File: config.mk
export PLATFORM = sky130hd
export DESIGN_NAME = tamper_supervisor_reset
export DESIGN_NICKNAME = d
export VERILOG_FILES = /design/src/tsr_pkg.sv /design/src/tamper_supervisor_reset.sv /design/src/tsr_sync.sv /design/src/tsr_filter.sv
export SDC_FILE = /design/constraint.sdc
export NUM_CORES = 1
export LEC_CHECK = 0
export ABC_AREA = 0
export BUFFER_PORTS_ARGS = -buffer_cell sky130_fd_sc_hd__buf_4
export CAP_MARGIN = 20
export CELL_PAD_IN_SITES_DETAIL_PLACEMENT = 1
export CELL_PAD_IN_SITES_GLOBAL_PLACEMENT = 2
export CORE_MARGIN = 2
export CORE_UTILIZATION = 29
export DETAILED_ROUTE_END_ITERATION = 10
export GPL_ROUTABILITY_DRIVEN = 0
export PLACE_DENSITY = 0.68
export SETUP_SLACK_MARGIN = 0.4
export SLEW_MARGIN = 0
export SYNTH_ARGS = -nofsm -noshare
export SYNTH_HDL_FRONTEND = slang
export SYNTH_SLANG_ARGS = --single-unit
File: constraint.sdc
create_clock -name i_clock -period 2 [get_ports i_clock]
set_clock_uncertainty 0.15 [all_clocks]
set_input_delay 0.2 -clock i_clock [delete_from_list [all_inputs] [get_ports i_clock]]
set_output_delay 0.2 -clock i_clock [all_outputs]
set_load 0.02 [all_outputs]
File: src/tsr_pkg.sv
package tsr_pkg;

    // ------------------------------------------------------------
    // Timing
    // ------------------------------------------------------------
    localparam int unsigned TSR_CLK_MHZ = 125;
    localparam int unsigned TSR_TIMEOUT_MS = 200;
    localparam int unsigned TSR_TIMEOUT_CYC = TSR_TIMEOUT_MS * 1000 * TSR_CLK_MHZ;
    localparam int unsigned TSR_DIP_US = 40;
    localparam int unsigned TSR_DIP_CYC = TSR_DIP_US * TSR_CLK_MHZ;
    localparam int unsigned TSR_GLITCH_US = 10;
    localparam int unsigned TSR_GLITCH_CYC = TSR_GLITCH_US * TSR_CLK_MHZ;
    localparam int unsigned TSR_BOUNCE_MS = 10;
    localparam int unsigned TSR_BOUNCE_CYC = TSR_BOUNCE_MS * 1000 * TSR_CLK_MHZ;
    localparam int unsigned TSR_CNT_W = 32;
    localparam int unsigned TSR_NUM_TAMPER = 4;

    // ------------------------------------------------------------
    // Reset values and tamper polarity
    // ------------------------------------------------------------
    localparam logic [3:0] TSR_TAMPER_NORMAL = 4'h5;
    localparam logic TSR_RST_N = 1'h0;

    // ------------------------------------------------------------
    // Types
    // ------------------------------------------------------------
    typedef enum logic [1:0] {
        TSR_VAR_ALWAYS_ON,
        TSR_VAR_HIGH_Z,
        TSR_VAR_GROUND
    } tsr_variant_e;

    typedef enum {
        TSR_SUP_MAIN,
        TSR_SUP_BATTERY
    } tsr_supply_e;

    typedef struct packed {
        logic above_reset;
        logic above_switchover;
        logic above_battery;
        logic above_return;
        logic powerfail_ok;
        logic overvoltage;
        logic undervoltage;
    } tsr_levels_s;

    typedef struct packed {
        logic drive_on;
        logic drive_high_z;
        logic drive_ground;
    } tsr_protected_supply_out_s;

endpackage : tsr_pkg

File: src/tamper_supervisor_reset.sv
// What this block does
// RL1 - Reset output low while supply is under reset level or manual reset low.
// RL2 - After power-up supply rise, reset held low a full time-out, then released.
// RL3 - Every reset assertion lasts at least one complete time-out period.
// RL4 - Time-out timer clears on supply drop, restarts when supply returns.
// RL5 - Reset held while manual input low, plus one time-out after release.
// RL6 - Manual input bounce yields one continuous reset assertion.
// RL7 - Switch to battery only when supply below both switchover level and battery.
// RL8 - Return from battery to main supply uses hysteresis.
// RL9 - Battery removal with valid supply causes no reset.
// RL10 - Backup mode fixes power-fail, manual reset, reset, indicators and pull-up source.
// RL11 - Power-fail output low while sense input below its own threshold.
// RL12 - Below switchover level power-fail compare off, output held low.
// RL13 - When main power returns, power-fail output follows sense input again.
// RL14 - Supply dips shorter than 40 us do not produce a reset.
// RL15 - Four tamper inputs; any one off its normal level drives alarm low.
// RL16 - Alarm does not latch; it returns high when no fault remains.
// RL17 - Inputs a and c normally high; tamper flagged when low.
// RL18 - Inputs b and d normally low; tamper flagged when high.
// RL19 - Each tamper input is glitch filtered.
// RL20 - Alarm asserted while selected supply is over or under its trip levels.
// RL21 - Alarm low in every variant; protected output on, floated or grounded.
// RL22 - Alarms disabled until first supply rise and time-out expiry.
// RL23 - Switch indicator low on main supply, high on battery.
// RL24 - Float and ground variants force switch indicator high during alarm.
// RL25 - Time-out and filter lengths are parameters; levels enter as comparator bits.
// RL26 - Output variant is a static input sampled at reset release.
`timescale 1ns/1ps
`default_nettype none

module tamper_supervisor_reset
    import tsr_pkg::*;
#(
    parameter int unsigned TIMEOUT_CYC = tsr_pkg::TSR_TIMEOUT_CYC, // RL25
    parameter int unsigned BOUNCE_CYC = tsr_pkg::TSR_BOUNCE_CYC,
    parameter int unsigned DIP_CYC = tsr_pkg::TSR_DIP_CYC,
    parameter int unsigned GLITCH_CYC = tsr_pkg::TSR_GLITCH_CYC
) (
    input wire logic i_clock,                     // 125 MHz time base
    input wire logic i_resetn,                    // Async reset, active low
    input wire tsr_pkg::tsr_levels_s i_levels,    // Comparator decisions, async
    input wire logic i_manual_reset_in_n,         // Manual reset pin, active low
    input wire logic i_tamper_in_a,               // Normally high tamper pin
    input wire logic i_tamper_in_b,               // Normally low tamper pin
    input wire logic i_tamper_in_c,               // Normally high tamper pin
    input wire logic i_tamper_in_d,               // Normally low tamper pin
    input wire tsr_pkg::tsr_variant_e i_variant,  // Static output variant
    output logic o_reset_n,                       // System reset, active low
    output logic o_powerfail_flag_out_n,          // Power-fail flag, active low
    output logic o_security_alarm_out_n,          // Security alarm, active low
    output logic o_supply_switch,                 // High when fed from battery
    output logic o_battery_low_flag_n,            // Battery low, released in backup
    output logic o_tamper_pullup_from_battery,    // Pull-up supply from battery
    output tsr_pkg::tsr_protected_supply_out_s o_protected_supply_out, // Protected output drive
    output logic o_armed                          // Alarms enabled
);

    // ------------------------------------------------------------
    // Synchronizers
    // ------------------------------------------------------------
    localparam int unsigned SYNC_W = 7 + 1 + TSR_NUM_TAMPER;

    logic [SYNC_W-1:0] raw_in;
    logic [SYNC_W-1:0] sync_in;
    tsr_levels_s lv;
    logic mr_n_sync;
    logic [TSR_NUM_TAMPER-1:0] tamper_sync;

    // Manual reset travels inverted so the cleared synchroniser reads as released
    assign raw_in = {i_levels, !i_manual_reset_in_n, i_tamper_in_d, i_tamper_in_c,
                     i_tamper_in_b, i_tamper_in_a};

    tsr_sync #(
        .WIDTH(SYNC_W)
    ) u_sync (
        .i_clock(i_clock),
        .i_resetn(i_resetn),
        .i_async(raw_in),
        .o_sync(sync_in)
    );

    assign lv = tsr_levels_s'(sync_in[SYNC_W-1 -: 7]); // RL25
    assign mr_n_sync = !sync_in[TSR_NUM_TAMPER];
    assign tamper_sync = sync_in[TSR_NUM_TAMPER-1:0];

    // ------------------------------------------------------------
    // Supply dip filter and manual reset debounce
    // ------------------------------------------------------------
    logic supply_ok;
    logic mr_n_clean;

    tsr_filter #(
        .CYCLES(DIP_CYC),
        .INIT(1'b0)
    ) u_dip (
        .i_clock(i_clock),
        .i_resetn(i_resetn),
        .i_level(lv.above_reset),
        .o_level(supply_ok)
    ); // RL14

    // Filter only the release so a press acts at once
    logic [TSR_CNT_W-1:0] mr_cnt_ff;
    logic [TSR_CNT_W-1:0] nxt_mr_cnt;
    logic mr_n_ff;
    logic nxt_mr_n;
    logic mr_done;

    assign mr_done = (mr_cnt_ff >= TSR_CNT_W'(BOUNCE_CYC - 1));
    assign nxt_mr_cnt = (!mr_n_sync || mr_n_ff || mr_done) ? '0 : mr_cnt_ff + 1'b1; // RL6
    assign nxt_mr_n = !mr_n_sync ? 1'b0 : (mr_done ? 1'b1 : mr_n_ff); // RL6

    always_ff @(posedge i_clock or negedge i_resetn) begin
        if (!i_resetn) begin
            mr_cnt_ff <= '0;
            mr_n_ff <= 1'b1;
        end else begin
            mr_cnt_ff <= nxt_mr_cnt;
            mr_n_ff <= nxt_mr_n;
        end
    end

    assign mr_n_clean = mr_n_ff;

    // ------------------------------------------------------------
    // Supply selection
    // ------------------------------------------------------------
    tsr_supply_e supply_ff;
    tsr_supply_e nxt_supply;
    logic to_battery;
    logic to_main;
    logic on_battery;

    assign to_battery = !lv.above_switchover && !lv.above_battery; // RL7
    assign to_main = lv.above_return; // RL8

    always_comb begin
        nxt_supply = supply_ff;
        unique case (supply_ff)
            TSR_SUP_MAIN: begin
                if (to_battery) begin
                    nxt_supply = TSR_SUP_BATTERY; // RL7
                end
            end
            TSR_SUP_BATTERY: begin
                if (to_main) begin
                    nxt_supply = TSR_SUP_MAIN; // RL8
                end
            end
        endcase
    end

    always_ff @(posedge i_clock or negedge i_resetn) begin
        if (!i_resetn) begin
            supply_ff <= TSR_SUP_MAIN;
        end else begin
            supply_ff <= nxt_supply;
        end
    end

    assign on_battery = (supply_ff == TSR_SUP_BATTERY);

    // ------------------------------------------------------------
    // Reset time-out
    // ------------------------------------------------------------
    logic [TSR_CNT_W-1:0] rst_cnt_ff;
    logic [TSR_CNT_W-1:0] nxt_rst_cnt;
    logic rst_n_ff;
    logic nxt_rst_n;
    logic rst_cause;
    logic rst_expired;

    // Manual reset ignored in backup; being on battery is itself a reset cause
    assign rst_cause = !supply_ok || on_battery || (!mr_n_clean && !on_battery); // RL1 RL9 RL10
    assign rst_expired = (rst_cnt_ff >= TSR_CNT_W'(TIMEOUT_CYC - 1));
    assign nxt_rst_cnt = rst_cause ? '0 : (rst_expired ? rst_cnt_ff : rst_cnt_ff + 1'b1); // RL4 RL5
    assign nxt_rst_n = rst_cause ? 1'b0 : (rst_expired ? 1'b1 : rst_n_ff); // RL2 RL3 RL5

    always_ff @(posedge i_clock or negedge i_resetn) begin
        if (!i_resetn) begin
            rst_cnt_ff <= '0;
            rst_n_ff <= TSR_RST_N;
        end else begin
            rst_cnt_ff <= nxt_rst_cnt;
            rst_n_ff <= nxt_rst_n;
        end
    end

    // ------------------------------------------------------------
    // Alarm arming and variant capture
    // ------------------------------------------------------------
    logic armed_ff;
    logic nxt_armed;
    logic var_taken_ff;
    tsr_variant_e variant_ff;
    tsr_variant_e nxt_variant;

    assign nxt_armed = armed_ff || (rst_n_ff && supply_ok); // RL22
    assign nxt_variant = var_taken_ff ? variant_ff : i_variant; // RL26

    always_ff @(posedge i_clock or negedge i_resetn) begin
        if (!i_resetn) begin
            armed_ff <= 1'b0;
            var_taken_ff <= 1'b0;
            variant_ff <= TSR_VAR_ALWAYS_ON;
        end else begin
            armed_ff <= nxt_armed;
            var_taken_ff <= 1'b1;
            variant_ff <= nxt_variant;
        end
    end

    // ------------------------------------------------------------
    // Tamper filtering and alarm
    // ------------------------------------------------------------
    logic [TSR_NUM_TAMPER-1:0] tamper_clean;
    logic [TSR_NUM_TAMPER-1:0] tamper_hit;

    genvar gi;
    generate
        for (gi = 0; gi < TSR_NUM_TAMPER; gi++) begin : g_tamper
            tsr_filter #(
                .CYCLES(GLITCH_CYC),
                .INIT(TSR_TAMPER_NORMAL[gi])
            ) u_glitch (
                .i_clock(i_clock),
                .i_resetn(i_resetn),
                .i_level(tamper_sync[gi]),
                .o_level(tamper_clean[gi])
            ); // RL19
            assign tamper_hit[gi] = (tamper_clean[gi] != TSR_TAMPER_NORMAL[gi]); // RL15 RL17 RL18
        end
    endgenerate

    logic fault;
    logic alarm_ff;
    logic nxt_alarm;

    assign fault = (|tamper_hit) || lv.overvoltage || lv.undervoltage; // RL15 RL20
    assign nxt_alarm = armed_ff && fault; // RL16 RL22

    always_ff @(posedge i_clock or negedge i_resetn) begin
        if (!i_resetn) begin
            alarm_ff <= 1'b0;
        end else begin
            alarm_ff <= nxt_alarm;
        end
    end

    // ------------------------------------------------------------
    // Power-fail and indicator outputs
    // ------------------------------------------------------------
    logic pfo_n_ff;
    logic nxt_pfo_n;
    logic sw_ff;
    logic nxt_sw;
    logic force_sw;
    tsr_protected_supply_out_s protected_supply_out_ff;
    tsr_protected_supply_out_s nxt_protected_supply_out;

    assign nxt_pfo_n = !on_battery && lv.above_switchover && lv.powerfail_ok; // RL11 RL12 RL13
    assign force_sw = alarm_ff && (variant_ff != TSR_VAR_ALWAYS_ON); // RL24
    assign nxt_sw = on_battery || force_sw; // RL23 RL24
    assign nxt_protected_supply_out.drive_on = !(alarm_ff && (variant_ff != TSR_VAR_ALWAYS_ON)); // RL21
    assign nxt_protected_supply_out.drive_high_z = alarm_ff && (variant_ff == TSR_VAR_HIGH_Z); // RL21
    assign nxt_protected_supply_out.drive_ground = alarm_ff && (variant_ff == TSR_VAR_GROUND); // RL21

    always_ff @(posedge i_clock or negedge i_resetn) begin
        if (!i_resetn) begin
            pfo_n_ff <= 1'b0;
            sw_ff <= 1'b0;
            protected_supply_out_ff <= '{drive_on: 1'b1, drive_high_z: 1'b0, drive_ground: 1'b0};
        end else begin
            pfo_n_ff <= nxt_pfo_n;
            sw_ff <= nxt_sw;
            protected_supply_out_ff <= nxt_protected_supply_out;
        end
    end

    assign o_reset_n = rst_n_ff;
    assign o_powerfail_flag_out_n = pfo_n_ff;
    assign o_security_alarm_out_n = !alarm_ff; // RL21
    assign o_supply_switch = sw_ff;
    assign o_battery_low_flag_n = 1'b1; // RL10
    assign o_tamper_pullup_from_battery = on_battery; // RL10
    assign o_protected_supply_out = protected_supply_out_ff;
    assign o_armed = armed_ff;

endmodule : tamper_supervisor_reset

`default_nettype wire

File: src/tsr_sync.sv
`timescale 1ns/1ps
`default_nettype none

module tsr_sync #(
    parameter int unsigned WIDTH = 1
) (
    input wire logic i_clock,              // System clock
    input wire logic i_resetn,             // Async reset, active low
    input wire logic [WIDTH-1:0] i_async,  // Asynchronous inputs
    output logic [WIDTH-1:0] o_sync        // Synchronized outputs
);
    import tsr_pkg::*;

    logic [WIDTH-1:0] meta_ff;
    logic [WIDTH-1:0] sync_ff;

    always_ff @(posedge i_clock or negedge i_resetn) begin
        if (!i_resetn) begin
            meta_ff <= '0;
            sync_ff <= '0;
        end else begin
            meta_ff <= i_async;
            sync_ff <= meta_ff;
        end
    end

    assign o_sync = sync_ff;

endmodule : tsr_sync

`default_nettype wire

File: src/tsr_filter.sv
`timescale 1ns/1ps
`default_nettype none

// Output follows the input only after it has been steady for CYCLES cycles
module tsr_filter #(
    parameter int unsigned CYCLES = 4,
    parameter logic INIT = 1'b0
) (
    input wire logic i_clock,   // System clock
    input wire logic i_resetn,  // Async reset, active low
    input wire logic i_level,   // Synchronized level
    output logic o_level        // Filtered level
);
    import tsr_pkg::*;

    logic [TSR_CNT_W-1:0] cnt_ff;
    logic [TSR_CNT_W-1:0] nxt_cnt;
    logic level_ff;
    logic nxt_level;
    logic differs;
    logic settled;

    assign differs = (i_level != level_ff);
    assign settled = (cnt_ff >= TSR_CNT_W'(CYCLES - 1));
    assign nxt_cnt = (differs && !settled) ? cnt_ff + 1'b1 : '0;
    assign nxt_level = (differs && settled) ? i_level : level_ff;

    always_ff @(posedge i_clock or negedge i_resetn) begin
        if (!i_resetn) begin
            cnt_ff <= '0;
            level_ff <= INIT;
        end else begin
            cnt_ff <= nxt_cnt;
            level_ff <= nxt_level;
        end
    end

    assign o_level = level_ff;

endmodule : tsr_filter

`default_nettype wire

# ---- Word level (Yosys, flattened, before mapping)
# Index checks and enable logic that the tools add are counted.
dict set report word_totals {
  register_bits 297
  memories 0
  word_cells 115
  latch_bits 0
  ram_bits 0
  inputBits 16
  output_inout_bits 10
  rom_bits 0
}
dict set report classes {
  n_reduce_logical 46
  n_eq_ne 12
  div_mod_pow 0
  add_sub_neg 7
  n_lt_le_gt_ge 7
  n_mux 15
  n_shift 0
  n_bitwise 2
  n_mul 0
}
# cell n
set ops {}
lappend ops {{32-bit two-way mux} 10}
lappend ops {{32-bit by 1-bit adder with 32-bit output (second input constant)} 7}
lappend ops {{32-bit by 11-bit greater-or-equal comparator with 1-bit output (second input constant)} 4}
lappend ops {{32-bit one-hot mux with 2 select lines} 1}
lappend ops {{32-bit by 1-bit equality test with 1-bit output (second input constant)} 1}
lappend ops {{32-bit by 2-bit equality test with 1-bit output (second input constant)} 1}
lappend ops {{32-bit by 13-bit greater-or-equal comparator with 1-bit output (second input constant)} 1}
lappend ops {{32-bit by 21-bit greater-or-equal comparator with 1-bit output (second input constant)} 1}
lappend ops {{32-bit by 25-bit greater-or-equal comparator with 1-bit output (second input constant)} 1}
lappend ops {{32-bit zero test} 1}
lappend ops {{1-bit logical AND} 19}
lappend ops {{1-bit zero test} 13}
lappend ops {{1-bit logical OR} 8}
lappend ops {{2-bit nonzero test} 3}
lappend ops {{1-bit inequality test} 5}
lappend ops {{1-bit two-way mux} 4}
lappend ops {{2-bit inequality test (second input constant)} 2}
lappend ops {{4-bit OR reduction} 1}
lappend ops {{2-bit by 1-bit equality test with 1-bit output (second input constant)} 1}
lappend ops {{2-bit equality test (second input constant)} 1}
lappend ops {{2-bit by 1-bit inequality test with 1-bit output (second input constant)} 1}
lappend ops {{1-bit NOT} 2}
lappend ops {{2-bit AND reduction} 1}

# ---- Depth between registers and ports, before layout
dict set report logic_depth {
  ltp_word 5
  ltp_mapped 8
}

# ---- By module
# A second synthesis with hierarchy kept.
dict set report hier_totals {
  cells_unflattened 822
  hier_area_um2 10087.2
}
# mod instances area_each_um2 cells_per_inst
set by_module_without_submodules {}
lappend by_module_without_submodules {tamper_supervisor_reset 1 3544.6 338}
lappend by_module_without_submodules {{tsr_filter at g_tamper[0].u_glitch ...} 2 1186.1 91}
lappend by_module_without_submodules {{tsr_filter at g_tamper[1].u_glitch ...} 2 1184.9 91}
lappend by_module_without_submodules {{tsr_filter at u_dip} 1 1199.9 96}
lappend by_module_without_submodules {tsr_sync 1 600.6 24}

# ---- Worst setup path after synthesis
# No wires, ideal clock.
dict set report synth_path {
  kind {reg-to-reg}
  startpoint {register mr_cnt_ff[0]}
  endpoint {register mr_cnt_ff[10]}
  required_time_ns 1.779
  period_less_slack_ns 2.069
  path_slack_ns -0.069
  setup_ns 0.071
  stages_incl_launch_ff 8
  t_arrival_ns 1.848
  path_buffers 1
  path_cell_list {dfrtp_1 -> ha_1 -> and3_1 -> o211ai_1 -> a31oi_1 -> or4_4 -> buf_6 -> nor2_1}
}
dict set report synth_via {
  elab_chain_cells 3
  word_cells_on_any_way 4
}
# item line
set synth_rtl {}
lappend synth_rtl {{start, declared} tamper_supervisor_reset.sv:103} ;# logic [TSR_CNT_W-1:0] mr_cnt_ff;
lappend synth_rtl {{start signal, assigned} tamper_supervisor_reset.sv:118} ;# mr_cnt_ff <= nxt_mr_cnt;
lappend synth_rtl {{32-bit by 21-bit greater-or-equal comparator with 1-bit output} tamper_supervisor_reset.sv:109} ;# assign mr_done = (mr_cnt_ff >= TSR_CNT_W'(BOUNCE_CYC - 1));
lappend synth_rtl {{1-bit logical OR} tamper_supervisor_reset.sv:110} ;# assign nxt_mr_cnt = (!mr_n_sync || mr_n_ff || mr_done) ? '0 : mr_cnt_ff + 1'b1;
lappend synth_rtl {{32-bit two-way mux (*)} tamper_supervisor_reset.sv:110}
lappend synth_rtl {{net nxt_mr_cnt[10]} tamper_supervisor_reset.sv:104} ;# logic [TSR_CNT_W-1:0] nxt_mr_cnt;
# The timed path passes the listed nets; every way through them passes the cells marked *.
# A chain may end at the register's enable or synchronous reset.

# ---- Final worst setup path
dict set report layout_path {
  startpoint {register rst_cnt_ff[7]}
  endpoint {register rst_cnt_ff[11]}
}
dict set report layout_via {
  elab_chain_cells 3
  word_cells_on_any_way 5
}
# item line
set layout_rtl {}
lappend layout_rtl {{start, declared} tamper_supervisor_reset.sv:166} ;# logic [TSR_CNT_W-1:0] rst_cnt_ff;
lappend layout_rtl {{start signal, assigned} tamper_supervisor_reset.sv:184} ;# rst_cnt_ff <= nxt_rst_cnt;
lappend layout_rtl {{32-bit by 1-bit adder with 32-bit output} tamper_supervisor_reset.sv:176} ;# assign nxt_rst_cnt = rst_cause ? '0 : (rst_expired ? rst_cnt_ff : rst_cnt_ff + 1'b1);
lappend layout_rtl {{32-bit two-way mux (2 in a row)} tamper_supervisor_reset.sv:176}
# Parallel ways exist; a longest one is shown, timed or not. The select of a mux whose other input is x is not followed.

==> summary.md <==
| Metric | Value |
|---|---|
| Clock Sinks | around 270 |
| Setup WS post-layout | -0.152 ns |
| Crit share post-route | 1.08 |
| Layout cells sized above 1 | 0.319 |
| Syn Inst Count | about 830 |
| Port Buffers | 24 |
| Final hold violations | 0 |
| CP Data Arrival Time | between 2 and 2.5 ns |
| Synth top area cells | dfrtp_1, nor2_1, xor2_1, xnor2_1, nand3_1 |
| FF+latch count, synth | ~270 |
| Dpl ws | -0.288 ns |
| Xor/xnor share of the synthesized area | 0.0639 |
| Via/cell ratio | 4.38 |
| Post-DP HPWL | around 14000 um |
| Most frequent cells after synthesis | dfrtp_1, nor2_1, nand3_1, nand2_1, xor2_1 |
| CTS tree | done |
| Comb power frac | 0.033 |
| Global route total overflow | 0 |
| Initial core utilization | 0.292 |
| Post-synthesis adder-cell area fraction | 0.0188 |
| Final cell utilization of the core | 0.421 |
| Unrepaired setup endpoints after global routing | yes |
| FF+latch area | 6670 um^2 |
| Net switching fraction of the power | 0.212 |
| Leakage | roughly 6 nW |
| Most used DFF post-synth | dfrtp_1 |
| Multiplexer area fraction after synthesis | 0.00988 |
| Die H | roughly 190 um |
| Max Fclk | ~460 MHz |
| EDFF count, synth | 0 |
| Num CTS Buffers | 30 |
| IO Count | 26 |
| Synth Area in Compound Gates | 0.0394 |
| Clock latency at the later pin of the worst-skew pair | 0.55 ns |
| Max-slew violations | 0 |
| Average size of a mapped cell | about 12 um^2 |
| Minimum clock period | about 2.2 ns |
| Post-synth cell types | 50 |
| YS warnings | 0 |
| PwrDens | just over 800 nW/um^2 |
| First-pass GRT wire length | around 38000 um |
| Chip Width | around 190 um |
| CTS Root Buffer Type | clkbuf_16 |
| NetSw | ~0.0025 W |
| Main combinational cell family by area after synthesis | simple AND/OR/NAND/NOR gates |
| Vias in the first global route | 7716 |
| DRT Wirelength | about 23000 um |
| CTS Buffer Depth | 3 |
| Clk pwr share | 0.493 |
| Clock slew at reported path FFs | 0.06 ns |
| Yosys top cell by area | dfrtp_1 |
| Vias | 6966 |
| Violated checks | setup timing |
| Core Region | between 30000 and 40000 um^2 |
| FFs w/ async S/R, synth | 1.00 |
| Gr usage total | 0.129 |
| Setup tns final | -2.97 ns |
| Total of max-cap violations | 0 |
| Max VDD drop | slightly above 0.0006 V |
| Filler cell count | 3631 |
| Simple-gate share of the synthesized area | 0.181 |
| Avg WL per Cell | ~14 um |
| Synth-to-layout area growth | 44.4% |
| DRC | 0 |
| DR iter-0 viols | 248 |
| Mapped Area | around 10000 um^2 |
| Hold slack | 0.0235 ns |
| Outcome | finished, violations left |
| DR pass1 iterations | 5 |
| Sequential area share after synthesis | 0.666 |
| Largest net degree at the start of global routing | 56 |
| FP Rows | 68 |
| Sequential Power Share | 0.473 |
| Most common cell in the netlist | dfrtp_1 |
| H-tree depth | 1 |
| Die ar. | between 30000 and 40000 um^2 |
| Multi-input logic area | roughly 4600 um^2 |
| Type of the tightest min-delay check | in -> async |
| Yosys top cell area share | 0.656 |
| Worst-path fanout max | 6 |
| Ant diodes | 0 |
| CP Class | reg -> reg |
| Final setup vio count | 36 |
| NumNets Final | 1144 |
| Crit end category | flip-flop |
| Required @ worst endpoint | about 2.3 ns |
| CP startpoint kind | flip-flop |
| Antenna violations before repair | 0 |
| Post-route ant nets | 0 |
| Internal power | around 0.0094 W |
## per-stage QoR
| step | std cells | instance area, um^2 | total power, W |
|---|---|---|---|
| floorplan | 940 | 10600 | 0.00580 |
| global placement | 1488 | 11900 | 0.00605 |
| detailed placement | 1488 | 11900 | 0.00606 |
| CTS | 1585 | 13800 | 0.0121 |
| global route | 1592 | 14400 | 0.0124 |
| finish | 1592 | 14400 | 0.0119 |
## routing by layer
metal  GRT usage  part of all wire
met3      0.0207             0.032
met1       0.167              0.44
met2       0.227              0.51
met4      0.0322             0.016
met5           0                 0
## state kept, by name, summed over array words and instances, names as in the netlist
signal                     count
o_reset_n                      1
o_armed                        1
rst_cnt_ff                    32
alarm_ff                       1
mr_n_clean                     1
variant_ff                     2
o_protected_supply_out         3
u_dip.cnt_ff                  32
g_tamper.u_glitch.o_level      4
supply_ff                      1
o_supply_switch                1
u_sync.meta_ff                12
var_taken_ff                   1
u_sync.o_sync                 12
g_tamper.u_glitch.cnt_ff     128
o_powerfail_flag_out_n         1
mr_cnt_ff                     32
u_dip.o_level                  1
## worst paths after layout
path	end	depth (start not counted)	slack (ns)	start
max in group asynchronous	g_tamper[2].u_glitch.o_level	3	0.93	i_resetn
max	rst_cnt_ff[11]	6	-0.15	rst_cnt_ff[7]
max reg2reg	rst_cnt_ff[11]	6	-0.15	rst_cnt_ff[7]
min	rst_cnt_ff[19]	2	0.02	i_resetn
min reg2reg	u_sync.o_sync[8]	0	0.19	u_sync.meta_ff[8]
min in group i_clock	u_sync.meta_ff[2]	2	0.14	i_tamper_in_c
## cells by family (layout without fill, tap and decap cells)
group / after synthesis / after routing
xor+xnor: 73 / 73
other cells: 2 / 116
buf+inv: 46 / 239
simple gates: 352 / 355
compound gates: 63 / 64
fa+ha+maj: 15 / 15
flops: 266 / 266
mux: 9 / 9
## worst max-delay path, cell delays in order, from the launching register on
cell      delay [ns]
dfrtp_1         0.37
or4_4           0.55
nor3_4          0.19
a211oi_4        0.13
buf_6           0.15
or4_4           0.40
a21oi_1         0.14
## what timing repair did
| action | in CTS | in global routing |
|---|---|---|
| gates cloned | 6 | 3 |
| resized for setup | 120 | 128 |
| hold endpoints to repair | 278 | 0 |
| hold buffers | 15 | 0 |
| buffers inserted | 20 | 4 |
| setup endpoints to repair | 114 | 115 |
| pin swaps | 49 | 32 |
## placed cells by master, fill, tap and decap left out, types with 5 or more instances in the layout
cell type        n
dfrtp_1        258
conb_1         116
buf_4          111
nor2_4          47
nand3_1         46
nand2_1         43
nor2_1          39
xor2_1          37
xnor2_1         36
clkbuf_16       31
inv_1           23
nor3_1          19
nand4_1         19
a21oi_1         19
nor2_2          17
and3_1          16
buf_6           15
dlygate4sd3_1   15
nor4_2          13
or4_4           11
nor4_4          11
and2_1          11
ha_1            10
nor4_1           9
or4_1            8
buf_12           8
nand3_2          7
o31ai_1          7
clkbuf_8         7
or3_1            6
buf_8            6
a21oi_2          5
o21ai_0          5
mux2_4           5
clkbuf_1         5
bufinv_16        5
## power groups by stage
| stage | sequential (W) | clock (W) | combinational (W) |
|---|---|---|---|
| after floorplan | 0.00572 | 0 | 0.0000891 |
| after global placement | 0.00571 | 0 | 0.000344 |
| after detailed placement | 0.00572 | 0 | 0.000348 |
| after CTS | 0.00563 | 0.00608 | 0.000401 |
| after global routing | 0.00565 | 0.00629 | 0.000457 |
| final | 0.00563 | 0.00587 | 0.000397 |
## cell type report
cell class              count  area share
clock buffers              42      0.0600
clock inverters            14      0.0152
inverters                  27     0.00702
multi-input cells         632       0.318
flip-flops and latches    266       0.462
well taps                 455      0.0394
repair buffers            156      0.0989
No activity file was read; power rests on OpenSTA's default activity.
